$ cat config.mk
export PLATFORM = sky130hd
export DESIGN_NAME = sssl_link
export DESIGN_NICKNAME = d
export VERILOG_FILES = /design/src/shared/sssl_pkg.sv /design/src/rtl/sssl_link.sv
export VERILOG_INCLUDE_DIRS = /design/src /design/src/shared
export SDC_FILE = /design/constraint.sdc
export NUM_CORES = 1
export LEC_CHECK = 0
export ABC_CLOCK_PERIOD_IN_PS = 4400
export BUFFER_PORTS_ARGS = -buffer_cell sky130_fd_sc_hd__buf_2
export CORE_AREA = 5 5 111 113
export DETAILED_ROUTE_END_ITERATION = 6
export DIE_AREA = 0 0 116 118
export GPL_ROUTABILITY_DRIVEN = 0
export MAX_ROUTING_LAYER = met4
export PLACE_DENSITY_LB_ADDON = 0.1
export SYNTH_ARGS = -nofsm -noshare
export SYNTH_HDL_FRONTEND = slang
export SYNTH_SLANG_ARGS = --single-unit
$ cat constraint.sdc
create_clock -name clk -period 4.4 [get_ports clk]
set_input_delay 0.22 -clock clk [delete_from_list [all_inputs] [get_ports clk]]
set_output_delay 0.22 -clock clk [all_outputs]
set_load 0.1 [all_outputs]
$ cat src/shared/sssl_consts.svh
// Summary of operation
// Character is spacing start, five selecting impulses, marking stop, in that order.
// Transmitter gives the start and selecting impulses the same fixed unit length.
// Five selecting impulses form a 5-bit code; all 32 values valid.
// Neutral line: current present is marking, no current is spacing.
// Polar line: marking is current one way, spacing current the other.
// Receiver starts one cycle on detecting the spacing start impulse.
// Receiver halts in the stop impulse until the next start impulse.
// Receiver cycle runs slightly faster, resting late in the stop impulse; the receiver here ends at its fifth sample and rests at the next mark.
// Receiver accepts neutral and polar; sender makes neutral by default.
// Parallel path presents all five impulses at one instant.
// Parallel actuator fed by keyboard locally, by receiver from the line.
// Keyboard sends serial to line or parallel code to the tape unit.
// Printing receiver takes only serial start-stop characters.
// Character spans 7.42 units; stop impulse takes the remaining 1.42.
// Sent characters also feed the local receiver for local copy.
// Half-duplex line: only one station sends at a time.
// Letter Y marks impulses one, three, five; spaces two and four.
// Receiver samples mid-unit, timed from start edge, by oversampling.
`ifndef SSSL_CONSTS_SVH
`define SSSL_CONSTS_SVH
`define SSSL_CLK_NS 50
`define SSSL_UNIT_NS 22000000
`define SSSL_OVS 16
`define SSSL_TX_LAST 5'h0f
`define SSSL_RX_LAST 5'h0e
`define SSSL_RX_HALF 5'h07
`define SSSL_STOP_CENTI 142
`define SSSL_CENTI 100
`define SSSL_BIT_LAST 3'h4
`define SSSL_CODE_Y 5'h15
`define SSSL_FIFO_DEPTH 8
`endif

$ cat src/shared/sssl_pkg.sv
`default_nettype none
package sssl_pkg;
  typedef struct packed {
    logic par;
    logic [4:0] code;
  } sssl_char_t;
  typedef enum logic [1:0] {TX_IDLE, TX_START, TX_DATA, TX_STOP} sssl_tx_t;
  typedef enum logic [1:0] {RX_IDLE, RX_START, RX_DATA, RX_STOP} sssl_rx_t;
  typedef struct packed {
    logic [15:0] div;
    logic tick;
    logic [1:0] sync;
    logic rprev;
    sssl_tx_t ts;
    logic [4:0] tsh;
    logic [2:0] tbit;
    logic [4:0] tcnt;
    logic tx_mark;
    sssl_rx_t rs;
    logic [4:0] rsh;
    logic [2:0] rbit;
    logic [4:0] rcnt;
    logic [4:0] par_code;
    logic par_stb;
    logic [4:0] prt_code;
    logic prt_stb;
  } sssl_state_t;
endpackage
`default_nettype wire

$ cat src/rtl/sssl_link.sv
`timescale 1ns/100ps
`default_nettype none
`include "sssl_consts.svh"

// ----------------------------------------
// Character FIFO
// ----------------------------------------
module sssl_fifo #(
  parameter int W = 6,
  parameter int D = `SSSL_FIFO_DEPTH
) (
  input wire logic clk,
  input wire logic sys_rst,
  input wire logic in_valid,
  output logic in_ready,
  input wire logic [W-1:0] in_data,
  output logic out_valid,
  input wire logic out_ready,
  output logic [W-1:0] out_data
);
  localparam int AW = $clog2(D);
  typedef struct packed {
    logic [AW:0] wp;
    logic [AW:0] rp;
  } sssl_fptr_t;
  sssl_fptr_t st;
  sssl_fptr_t next_st;
  logic [W-1:0] mem [D];
  logic push;
  logic pop;

  // Full when pointers differ only in the wrap bit
  assign in_ready = !((st.wp[AW] != st.rp[AW]) && (st.wp[AW-1:0] == st.rp[AW-1:0]));
  assign out_valid = (st.wp != st.rp);
  assign out_data = mem[st.rp[AW-1:0]];
  assign push = in_valid && in_ready;
  assign pop = out_valid && out_ready;

  // Pointer update
  always_comb begin
    next_st = st;
    if (push) begin
      next_st.wp = st.wp + 1'b1;
    end
    if (pop) begin
      next_st.rp = st.rp + 1'b1;
    end
  end

  // Register pointers; storage needs no reset
  always_ff @(posedge clk) begin
    if (sys_rst) begin
      st <= '0;
    end else begin
      st <= next_st;
    end
    if (push) begin
      mem[st.wp[AW-1:0]] <= in_data;
    end
  end
endmodule // sssl_fifo

// ----------------------------------------
// Start-stop five-unit link
// ----------------------------------------
module sssl_link #(
  parameter int SUB_CYC = `SSSL_UNIT_NS / (`SSSL_OVS * `SSSL_CLK_NS),
  parameter bit TX_POLAR = 1'b0
) (
  input wire logic clk,
  input wire logic sys_rst,
  input wire logic kb_valid,
  output logic kb_ready,
  input wire sssl_pkg::sssl_char_t kb_char,
  input wire logic send_y,
  input wire logic line_in_pos,
  output logic line_out_pos,
  output logic line_out_neg,
  output logic tx_busy,
  output logic rx_busy,
  output logic [4:0] par_code,
  output logic par_stb,
  output logic [4:0] prt_code,
  output logic prt_stb
);
  localparam int STOP_TICKS =
    (`SSSL_STOP_CENTI * `SSSL_OVS + `SSSL_CENTI - 1) / `SSSL_CENTI;
  localparam logic [4:0] STOP_LAST = 5'(STOP_TICKS - 1);
  localparam logic [15:0] DIV_LAST = 16'(SUB_CYC - 1);

  sssl_pkg::sssl_state_t st;
  sssl_pkg::sssl_state_t next_st;
  logic q_valid;
  logic q_ready;
  sssl_pkg::sssl_char_t q_char;
  logic rx_in;
  logic rx_done;
  logic tx_go;

  // Keyboard characters queue here; the keyboard stalls when it fills
  sssl_fifo #(.W(6), .D(`SSSL_FIFO_DEPTH)) u_fifo (
    .clk(clk),
    .sys_rst(sys_rst),
    .in_valid(kb_valid),
    .in_ready(kb_ready),
    .in_data(kb_char),
    .out_valid(q_valid),
    .out_ready(q_ready),
    .out_data(q_char)
  );

  // Local copy: while sending, the receiver hears our own impulses
  assign rx_in = (st.ts != sssl_pkg::TX_IDLE) ? st.tx_mark : st.sync[1];
  // Line shared half-duplex: no send while a character is arriving
  assign tx_go = (st.ts == sssl_pkg::TX_IDLE) && (st.rs == sssl_pkg::RX_IDLE) && rx_in;
  assign rx_done = st.tick && (st.rs == sssl_pkg::RX_DATA) && (st.rcnt == `SSSL_RX_LAST)
    && (st.rbit == `SSSL_BIT_LAST);
  // Parallel entries yield to a receiver completion in the same cycle
  assign q_ready = q_char.par ? !rx_done : (tx_go && !send_y);

  // Line drive: neutral keys current for marking; polar reverses for spacing
  assign line_out_pos = st.tx_mark;
  assign line_out_neg = TX_POLAR && !st.tx_mark; // see R5
  assign tx_busy = (st.ts != sssl_pkg::TX_IDLE);
  assign rx_busy = (st.rs != sssl_pkg::RX_IDLE);
  assign par_code = st.par_code;
  assign par_stb = st.par_stb;
  assign prt_code = st.prt_code;
  assign prt_stb = st.prt_stb;

  // ----------------------------------------
  // Next-state logic
  // ----------------------------------------
  always_comb begin
    next_st = st;
    next_st.sync = {st.sync[0], line_in_pos};
    next_st.rprev = rx_in;
    next_st.par_stb = 1'b0;
    next_st.prt_stb = 1'b0;
    // Oversampling divider
    next_st.tick = (st.div == DIV_LAST);
    next_st.div = next_st.tick ? '0 : st.div + 1'b1;

    // Transmitter: start and selecting impulses each span one unit of OVS ticks
    case (st.ts)
      sssl_pkg::TX_IDLE: begin
        next_st.tx_mark = 1'b1;
        if (tx_go && (send_y || (q_valid && !q_char.par))) begin
          next_st.tsh = send_y ? `SSSL_CODE_Y : q_char.code;
          next_st.ts = sssl_pkg::TX_START;
          next_st.tx_mark = 1'b0;
          next_st.tcnt = '0;
          next_st.tbit = '0;
        end
      end
      sssl_pkg::TX_START: begin
        if (st.tick) begin
          next_st.tcnt = st.tcnt + 1'b1;
          if (st.tcnt == `SSSL_TX_LAST) begin
            next_st.tcnt = '0;
            next_st.ts = sssl_pkg::TX_DATA;
            next_st.tx_mark = st.tsh[0];
          end
        end
      end
      sssl_pkg::TX_DATA: begin
        if (st.tick) begin
          next_st.tcnt = st.tcnt + 1'b1;
          if (st.tcnt == `SSSL_TX_LAST) begin
            next_st.tcnt = '0;
            if (st.tbit == `SSSL_BIT_LAST) begin
              next_st.ts = sssl_pkg::TX_STOP;
              next_st.tx_mark = 1'b1;
            end else begin
              next_st.tbit = st.tbit + 1'b1;
              next_st.tsh = {1'b0, st.tsh[4:1]};
              next_st.tx_mark = st.tsh[1];
            end
          end
        end
      end
      sssl_pkg::TX_STOP: begin
        // Stop fills out the 7.42-unit character
        if (st.tick) begin
          next_st.tcnt = st.tcnt + 1'b1;
          if (st.tcnt == STOP_LAST) begin
            next_st.ts = sssl_pkg::TX_IDLE;
          end
        end
      end
      default: begin
        next_st.ts = sssl_pkg::TX_IDLE;
      end
    endcase

    // Receiver: units of 15 ticks so it finishes ahead of the sender
    case (st.rs)
      sssl_pkg::RX_IDLE: begin
        if (st.rprev && !rx_in) begin
          next_st.rs = sssl_pkg::RX_START;
          next_st.rcnt = '0;
          next_st.rbit = '0;
        end
      end
      sssl_pkg::RX_START: begin
        if (st.tick) begin
          next_st.rcnt = st.rcnt + 1'b1;
          if (st.rcnt == `SSSL_RX_HALF) begin
            // A marking line at mid-start was noise; go back to rest
            next_st.rs = rx_in ? sssl_pkg::RX_IDLE : sssl_pkg::RX_DATA;
            next_st.rcnt = '0;
          end
        end
      end
      sssl_pkg::RX_DATA: begin
        if (st.tick) begin
          next_st.rcnt = st.rcnt + 1'b1;
          if (st.rcnt == `SSSL_RX_LAST) begin // see R8
            next_st.rcnt = '0;
            next_st.rsh = {rx_in, st.rsh[4:1]};
            next_st.rbit = st.rbit + 1'b1;
            if (st.rbit == `SSSL_BIT_LAST) begin
              next_st.rs = sssl_pkg::RX_STOP;
              next_st.prt_code = {rx_in, st.rsh[4:1]};
              next_st.prt_stb = 1'b1;
              next_st.par_code = {rx_in, st.rsh[4:1]};
              next_st.par_stb = 1'b1;
            end
          end
        end
      end
      sssl_pkg::RX_STOP: begin
        // Rest at the next mark (a marking fifth impulse or the stop), then wait for a start
        if (rx_in) begin
          next_st.rs = sssl_pkg::RX_IDLE;
        end
      end
      default: begin
        next_st.rs = sssl_pkg::RX_IDLE;
      end
    endcase

    // Keyboard parallel character straight to the actuator
    if (q_valid && q_ready && q_char.par) begin
      next_st.par_code = q_char.code; // see R10
      next_st.par_stb = 1'b1;
    end
  end

  // State register
  always_ff @(posedge clk) begin
    if (sys_rst) begin
      st <= '{sync: 2'h3, rprev: 1'b1, tx_mark: 1'b1, ts: sssl_pkg::TX_IDLE,
              rs: sssl_pkg::RX_IDLE, default: '0};
    end else begin
      st <= next_st;
    end
  end
endmodule // sssl_link
`default_nettype wire

# Word-level counts from Yosys, hierarchy flattened
# Memory sizes are Yosys's and may differ from the RTL's. A register that Yosys moved wholly into a read port is not among the register bits.
# Index checks and enable logic that the tools add are counted.
# W data, S select, Z words.
# word_totals
wordCells	146
memories	1
output_inout_bits	17
ram_bits	48
input_bits	11
ff_bits	71
# classes
eq_ne	32
mux	41
reduce_logical	43
add_sub_neg	7
bitwise	3
# memory_table
memory	words	word_bits	rd	rd_ports_with_merged_regs	wr	line	rtl
u_fifo.mem	8	6	1	1	1	sssl_link.sv:28	logic [W-1:0] mem [D];
# ops
operator	n
$mux W27	2
$mux W16	3
$mux W12	2
$ne A2 B2 Y1 const B	12
$mux W2	11
$mux W5	4
$pmux W5 S4	1
$reduce_and A4 Y1	5
$mux W6	3
$add A16 B1 Y16 const B	1
$eq A16 B15 Y1 const B	1
$mux W8	2
$pmux W2 S4	2
$pmux W8 S2	1
$reduce_bool A2 Y1	8
$pmux W5 S3	1
$logic_and A1 B1 Y1	13
$add A5 B1 Y5 const B	2
$eq A5 B4 Y1 const B	2
$reduce_and A5 Y1	2
$add A4 B1 Y4 const B	2
$eq A2 B2 Y1 const B	4
$ne A2 B1 Y1 const B	4
$reduce_and A8 Y1	1
other kinds (21)	37

# Logic depth before layout (Yosys ltp)
# Gate-level depths: netlist of the first run.
# logic_depth
ltp_word	10
mapped_depth	10
ltp_nobuf	9

# Hierarchy
# Synthesis of the first run repeated with hierarchy kept, for this count alone.
# unflattened
hier_cells	537
hier_area_um2	5803.1
# modules_own_cells
mod	cells_each	seq_area_each_um2	area_each_um2	n_inst
sssl_link	384	1241.2	3240.6	1
sssl_fifo	153	1661.6	2562.5	1

# Worst setup path after synthesis of the first run
# OpenSTA, ideal clock, no wires.
# synth_timing
path_type	register -> register
start	reg st[41] (netlist name)
end	reg st[14] (netlist name)
n_path_buf	2
setup_ns	0.091
path_stages_with_launch	10
arrival_ns	2.278
setup_slack_ns	2.031
required_time_ns	4.309
period_less_slack_ns	2.369
path_cell_list	dfxtp_1 -> inv_1 -> ha_1 -> clkbuf_1 -> mux2_2 -> o21ai_0 -> and3b_1 -> clkbuf_1 -> a31oi_1 -> a311oi_1
# synth_between
elab_chain_len	6
# synth_lines
item	line	rtl
start: declaration	sssl_link.sv:91	sssl_pkg::sssl_state_t st;
start signal: assignment	sssl_link.sv:253	st <= '{sync: 2'h3, rprev: 1'b1, tx_mark: 1'b1, ts: sssl_pkg::TX_IDLE,
start signal: assignment	sssl_link.sv:256	st <= next_st;
$reduce_bool A2 Y1	sssl_link.sv:113	assign rx_in = (st.ts != sssl_pkg::TX_IDLE) ? st.tx_mark : st.sync[1];
$mux W1	sssl_link.sv:113	
$logic_not A1 Y1	sssl_link.sv:199	if (st.rprev && !rx_in) begin
$logic_and A1 B1 Y1	sssl_link.sv:199	
$ne A2 B1 Y1 (no line)	-	
$reduce_and A4 Y1 (no line)	-	
# Every way passes these cells.
# A chain may end at the register's enable or synchronous reset.

==> summary.txt, run 1 <==
STA
  – Actual slew at the worst max-slew pin: 1.19 ns
  – Final Hold Vio Count: 0
  – Max_slew headroom: 20.2%
  – Fin crit share: 67.8%
  – Finish-stage setup viols: 0
  – Fmax: 335 MHz
  – Minimum clock period: 2.98 ns
  – Clock Skew: 0.00796 ns
  – Final Max Tran Viols: 0
  – TNS Setup: 0 ns
  – Hold slack: 0.0711 ns
  – Unrepaired setup endpoints after global routing: false

Hold path
  – Min-delay worst type: in2reg

Layout
  – Fillcell total: 958
  – ANT cells: 0
  – P&R area growth vs syn: 12.2%
  – Final Instance Area: 6420 um2
  – Fin nets: 590
  – Final Util: 57.2%
  – Layout cells sized above 1: 14.8%

Worst setup path
  – CP Capture Type: flop
  – WS Path Type: reg2reg
  – Crit-path max cell delay: 0.89 ns
  – Startpoint Class: flop
  – CP max FO: 16
  – CP arrival: 3.29 ns
  – CP Cell Sequence: mux2_2 > mux4_2 > o31ai_4 > nand2_2 > o311a_1
  – CP max stage cell: dfxtp_1
  – Crit path required time: 4.70 ns

Yosys
  – Synth Area in Compound Gates: 10.0%
  – Post-Syn Instances: 539
  – Sequential fraction of the synthesis area: 50.8%
  – Post-synth cell types: 58
  – Multiplexer share of the synthesized area: 9.37%
  – Largest family of logic cells by synthesized area: simple AND/OR/NAND/NOR gates
  – Ys flop type: dfxtp_1
  – Synth Area per Inst: 10.6 um2
  – Number of flops mapped to enable cells by yosys: 48
  – Synth Net Count: 574
  – Post-synthesis xor/xnor area fraction: 3.83%
  – Async SR Flop Fraction: 0%
  – Synth Register Bits: 121
  – Post-Synth Simple-Gate Area: 16.0%
  – Ys Warns: 0
  – Post-synthesis cell area: 5720 um2
  – Post-Synth Adder-Cell Area: 5.25%

CTS
  – Clk slew on worst S/H paths: 0.05 ns
  – Root Driver: clkbuf_16
  – CTS tree: done
  – TritonCTS buffer count: 17
  – Max Root-Sink Buffers: 2
  – Hold_buf cts: 1
  – H-tree levels: 4
  – Setup bufs post-CTS: 0
  – PostCTS Resize Cnt: 0
  – Clk Latency, worst-skew pair: 0.42 ns
  – Clock sink count: 121

Placement
  – Placed inst area: 5870 um2
  – Port bufs: 26
  – DP Wirelength: 8200 um

Job
  – Max-cap check violation count: 0

Route
  – Post-Route WL: 11,800 um
  – Antenna Nets Post-Route: 0
  – # DRC: 0
  – 1st-pass router iterations: 5
  – Vias per inst: 5.60
  – Vias: 3,985
  – Drt initial violations: 244
  – DR WL/cell: 16.6 um

Power
  – Maximum VDD drop: 0.395 mV
  – Pleak: 2.30 nW
  – Power per cell area: 574 nW/um2
  – Tot Pwr: 0.00368 W

Die
  – Die height: 118 um
  – Die ar.: 13,700 um2
  – Die Width: 116 um
  – Placeable Area: 11,200 um2
  – Initial core utilization: 50.9%
  – Row cnt: 39
  – # IOs: 28

Outcome
  – Run status: finished clean

GRT
  – Remaining global-route overflow: 0
  – First-pass GRT wire length: 19,300 um
  – Largest net degree at the start of global routing: 49
  – Vias in the first global route: 3,932
  – Initial antenna violation count: 0
  – All-Layer GR Usage: 18.6%
## cell type report
| type | count | area [um2] | area share, % |
|---|---|---|---|
| clock buffer | 20 | 437 | 6.80 |
| clock inverter | 12 | 104 | 1.62 |
| inverter | 25 | 93.8 | 1.46 |
| multi-input combinational | 361 | 2550 | 39.7 |
| sequential | 121 | 2900 | 45.2 |
| tap | 143 | 179 | 2.79 |
| timing repair buffer | 29 | 155 | 2.42 |
## power by group
group	switching (W)	internal [W]
combinational	0.000682	0.000377
sequential	0.000113	0.00125
clock	0.000487	0.000770
## placed cells by master, fill, tap and decap left out, types with 4 or more instances in the layout
master / instances
dfxtp_1: 73
nand3_1: 18
nand2_1: 49
mux2_2: 10
o32ai_1: 4
o31ai_1: 5
edfxtp_1: 48
xnor2_1: 13
nor3_1: 11
or3_1: 6
ha_1: 24
nand4_1: 17
xor2_1: 12
a22oi_1: 4
mux4_2: 12
nor2_1: 52
and3_1: 5
inv_1: 24
a21oi_1: 22
o21ai_0: 12
buf_2: 26
mux2i_1: 13
clkinvlp_4: 4
nor4_1: 6
a31oi_1: 11
nand2b_1: 8
nor2b_1: 4
clkbuf_16: 17
## path summary, 6_finish.rpt
kind / start / end / slack (ns) / depth (start not counted)
hold / removal: kb_char[2] / u_fifo.mem[7][2] / 0.07 / 1
hold reg to reg: next_st[45] / st[45] / 0.43 / 1
setup reg to reg: flop / st[41] / 1.42 / 5
setup / recovery: flop / st[41] / 1.42 / 5
## registers in the layout, indices dropped and copies added (netlist names), named ones only
register and cells:
line_out_pos 1, next_st 1, par_code 5, par_stb 1, prt_code 5, prt_stb 1, st 48, u_fifo.mem 48
u_fifo.st 8
## synth_stat cells, types with 3 or more instances
cell,count,share of area (%)
o32ai_1,4,0.61
buf_4,12,1.6
xor2_1,12,1.8
a22oi_1,4,0.53
or2_2,3,0.33
edfxtp_1,48,25
or3_1,6,0.66
ha_1,24,5.3
a21oi_1,22,1.9
nand3_1,18,1.6
nor2_1,52,3.4
nor4_1,6,0.66
a31oi_1,11,1.2
o21ai_0,12,1.1
mux2i_1,13,2.3
nand2b_1,8,0.88
nand2_1,49,3.2
nor3_1,11,0.96
and2_1,3,0.33
and3_1,5,0.55
mux4_2,12,4.7
nand4_1,17,1.9
xnor2_1,13,2.0
inv_1,24,1.6
dfxtp_1,73,26
clkbuf_1,16,1.1
o2bb2ai_1,3,0.46
nor2b_1,4,0.44
mux2_2,10,2.0
o31ai_1,5,0.66
## kinds of logic after synthesis
group,Yosys count
and+or+nand+nor,190
DFF,121
AOI/OAI and AO/OA,84
buffers and inverters,57
muxes,37
xor gates and xnor gates,25
adders and majority gates,24
other,1
## worst max-delay path: cells and delay by family, from the launching register on
kind / cells / cell delay [ns]
muxes: 2 / 0.97
DFF: 1 / 0.89
and+or+nand+nor: 1 / 0.11
AOI/OAI and AO/OA: 2 / 0.89
## through the flow
step	std cells	worst slack (ns)
2_1_floorplan	539	2.03
3_3_place_gp	678	1.45
3_5_place_dp	678	1.38
4_1_cts	711	1.38
5_1_grt	711	1.29
6_report	711	1.42
## routing by layer
metal / track usage (%) / vias up / routed length (um) / share of wire (%)
li1: - / 1980 / - / -
met1: 23.1 / 1909 / 5330 / 45
met2: 28.6 / 75 / 5740 / 49
met3: 6.22 / 21 / 532 / 4.5
met4: 6.38 / 0 / 206 / 1.7
met5: - / - / 0 / 0
Note: power is estimated with default switching activity, not from simulation.
==> run 2: changes to the inputs <==
Settings changed: ABC_CLOCK_PERIOD_IN_PS 4400 to 2700.
Clock period 4.4 ns to 2.7 ns, I/O delays scaled along.
==> run 2 against run 1 <==
  * First-iteration DRC count is 27% higher
  * Sequential power up 58%
  * Clock power increased by 67%
  * Via count up 1.6%
  * Global-route usage up 0.45 points
  * Setup slack worse by 1.2 ns
  * Clock-buffer cell count fell by 2
  * Sequential share of layout area decreased by 1.4 points
  * Power is 66% higher
  * Combinational power up 75%
  * Critical path type unchanged
  * Critical endpoint is now st[29]
  * Largest power group unchanged
  * Highest routed layer unchanged
==> summary.txt, run 2 (synthesized netlist as in run 1, its figures left out) <==
Outcome
  – Run status: finished clean

Route
  – DR WL/cell: 16.1 um (-3.0%)
  – Vias: 4,048 (+1.6%)
  – Vias per inst: 5.51 (-1.7%)
  – Antenna Nets Post-Route: 0 (unchanged)
  – # DRC: 0 (unchanged)
  – Drt initial violations: 311 (+27%)
  – 1st-pass router iterations: 4 (-1)
  – Post-Route WL: 11,800 um (+0.30%)

Die
  – Die height: 118 um (unchanged)
  – Die ar.: 13,700 um2 (unchanged)
  – Row cnt: 39 (unchanged)
  – Die Width: 116 um (unchanged)
  – # IOs: 28 (unchanged)
  – Initial core utilization: 50.9% (unchanged)
  – Placeable Area: 11,200 um2 (unchanged)

Worst setup path
  – Top delay family on crit path: multiplexers
  – Setup crit end: st[29]
  – CP arrival: 2.74 ns (-0.55 ns)
  – Crit path required time: 2.99 ns (-1.71 ns)
  – Crit-path max cell delay: 0.57 ns (-0.32 ns)
  – Startpoint Class: flop
  – R2R depth: 6 (+1)
  – CP max stage cell: mux4_2
  – CP Depth: 6 (+1)
  – Reg2reg setup slack: 0.25 ns (-1.17 ns)
  – CP max FO: 9 (-7)
  – Buf/Inv on CP: 1 (+1)
  – CP Cell Sequence: mux2_2 > mux4_2 > o31ai_4 > buf_4 > mux2i_1 > nor2_1
  – CP Capture Type: flop
  – Worst r2r dst: st[29]
  – WS Path Type: reg2reg

CTS
  – Clk Latency, worst-skew pair: 0.42 ns (about the same)
  – CTS tree: done
  – Max Root-Sink Buffers: 2 (unchanged)
  – Clk slew on worst S/H paths: 0.06 ns (about the same)
  – Clock sink count: 121 (unchanged)
  – Setup bufs post-CTS: 0 (unchanged)
  – H-tree levels: 4 (unchanged)
  – Root Driver: clkbuf_16
  – TritonCTS buffer count: 17 (unchanged)

GRT
  – Largest net degree at the start of global routing: 49 (unchanged)
  – Initial antenna violation count: 0 (unchanged)
  – All-Layer GR Usage: 19.1% (+0.45 points)
  – Vias in the first global route: 3,999 (+1.7%)
  – Remaining global-route overflow: 0 (unchanged)
  – First-pass GRT wire length: 19,700 um (+1.9%)

STA
  – Max_slew headroom: 57.8% (+38 points)
  – Unrepaired setup endpoints after global routing: false
  – Final Hold Vio Count: 0 (unchanged)
  – Fin crit share: 90.9% (+23 points)
  – Minimum clock period: 2.45 ns (-0.531 ns)
  – Fmax: 407 MHz (+22%)
  – TNS Setup: 0 ns (unchanged)
  – Actual slew at the worst max-slew pin: 0.628 ns (-0.560 ns)
  – Clock Skew: 0.0128 ns (+0.00481 ns)
  – Final Max Tran Viols: 0 (unchanged)
  – Finish-stage setup viols: 0 (unchanged)
  – Fin worst setup slack: 0.246 ns (-1.17 ns)

Layout
  – ANT cells: 0 (unchanged)
  – Most common cell after layout, fill and taps aside: dfxtp_1
  – Most frequent cells in the layout: dfxtp_1 (72), nor2_1 (52), nand2_1 (49), edfxtp_1 (48), buf_2 (26)
  – P&R area growth vs syn: 15.9%
  – Fillcell total: 946 (-1.3%)
  – Fin nets: 614 (+4.1%)
  – Final Util: 59.0% (+1.9 points)
  – Final Instance Area: 6630 um2 (+3.3%)
  – Layout cells sized above 1: 17.7% (+2.9 points)

Placement
  – DP Wirelength: 8200 um (about the same)
  – Placed inst area: 6000 um2 (+2.3%)
  – Port bufs: 26 (unchanged)
  – DP Worst Slack: 0.145 ns (-1.23 ns)

Power
  – Pleak: 2.42 nW (+5.3%)
  – Power per cell area: 924 nW/um2 (+61%)
  – Maximum VDD drop: 0.657 mV (+66%)

Job
  – Max-cap check violation count: 0 (unchanged)

Hold path
  – Min-delay worst type: in2reg
run 2: cell types whose count changed in the layout (fill, tap and decap cells not counted):
cell           before  now
dfxtp_1            73   72
clkinv_4            3    2
clkinvlp_4          4    5
inv_6               0    3
buf_4               2   20
dfxtp_2             0    1
clkbuf_1            3    1
clkinv_2            2    1
dlygate4sd3_1       1    7
run 2: what timing repair did:
| item | in CTS | in global routing |
|---|---|---|
| gates resized for setup | 0 | 1 |
| setup endpoints to repair | 0 | 2 |
| hold endpoints to repair | 49 | 0 |
| hold buffers | 7 | 0 |
run 2: worst min-delay path by stage:
stage | start | to | slack (ns) | cells past startpoint
2_1_floorplan | kb_char[0] | u_fifo.mem[0][0] | 0.23 | 0
3_5_place_dp | line_in_pos | next_st[45] | 0.33 | 2
6_report | sys_rst | st[43] | 0.16 | 4
5_1_grt | sys_rst | st[43] | 0.19 | 4
4_1_cts | sys_rst | st[43] | 0.15 | 4
3_3_place_gp | line_in_pos | next_st[45] | 0.32 | 2
run 2: stage by stage:
stage,power [W],instances,hold WS (ns)
after global placement,0.00401,696,0.323
after detailed placement,0.00405,696,0.330
after CTS,0.00617,735,0.151
after floorplan,0.00366,539,0.234
after global routing,0.00642,735,0.186
final,0.00612,735,0.160
run 2: cell type report:
type	count	area (um2)	area share, %
Sequential cell	121	2900	43.8
Multi-Input combinational cell	361	2550	38.4
Clock buffer	18	429	6.48
Timing Repair Buffer	53	350	5.29
Tap cell	143	179	2.70
Clock inverter	14	124	1.87
Inverter	25	93.8	1.42
run 2: routing by layer:
metal	vias up	GRT usage (%)	wire [um]
li1	2031	-	-
met2	65	28.8	5690
met4	0	6.67	182
met3	19	6.48	500
met5	-	-	0
met1	1933	23.9	5470
run 2: power by group:
group          leakage (nW)  internal (W)  switching, W  total (W)
clock                 0.254       0.00126      0.000832    0.00210
sequential             1.03       0.00204      0.000132    0.00217
combinational          1.14      0.000677       0.00118    0.00185
total                  2.42       0.00398       0.00214    0.00612
run 2: worst register-to-register path, cell delays in order, from the launching register on:
cell and delay, ns:
dfxtp_2 0.45, mux2_2 0.37, mux4_2 0.57, o31ai_4 0.48, buf_4 0.22, mux2i_1 0.20, nor2_1 0.05
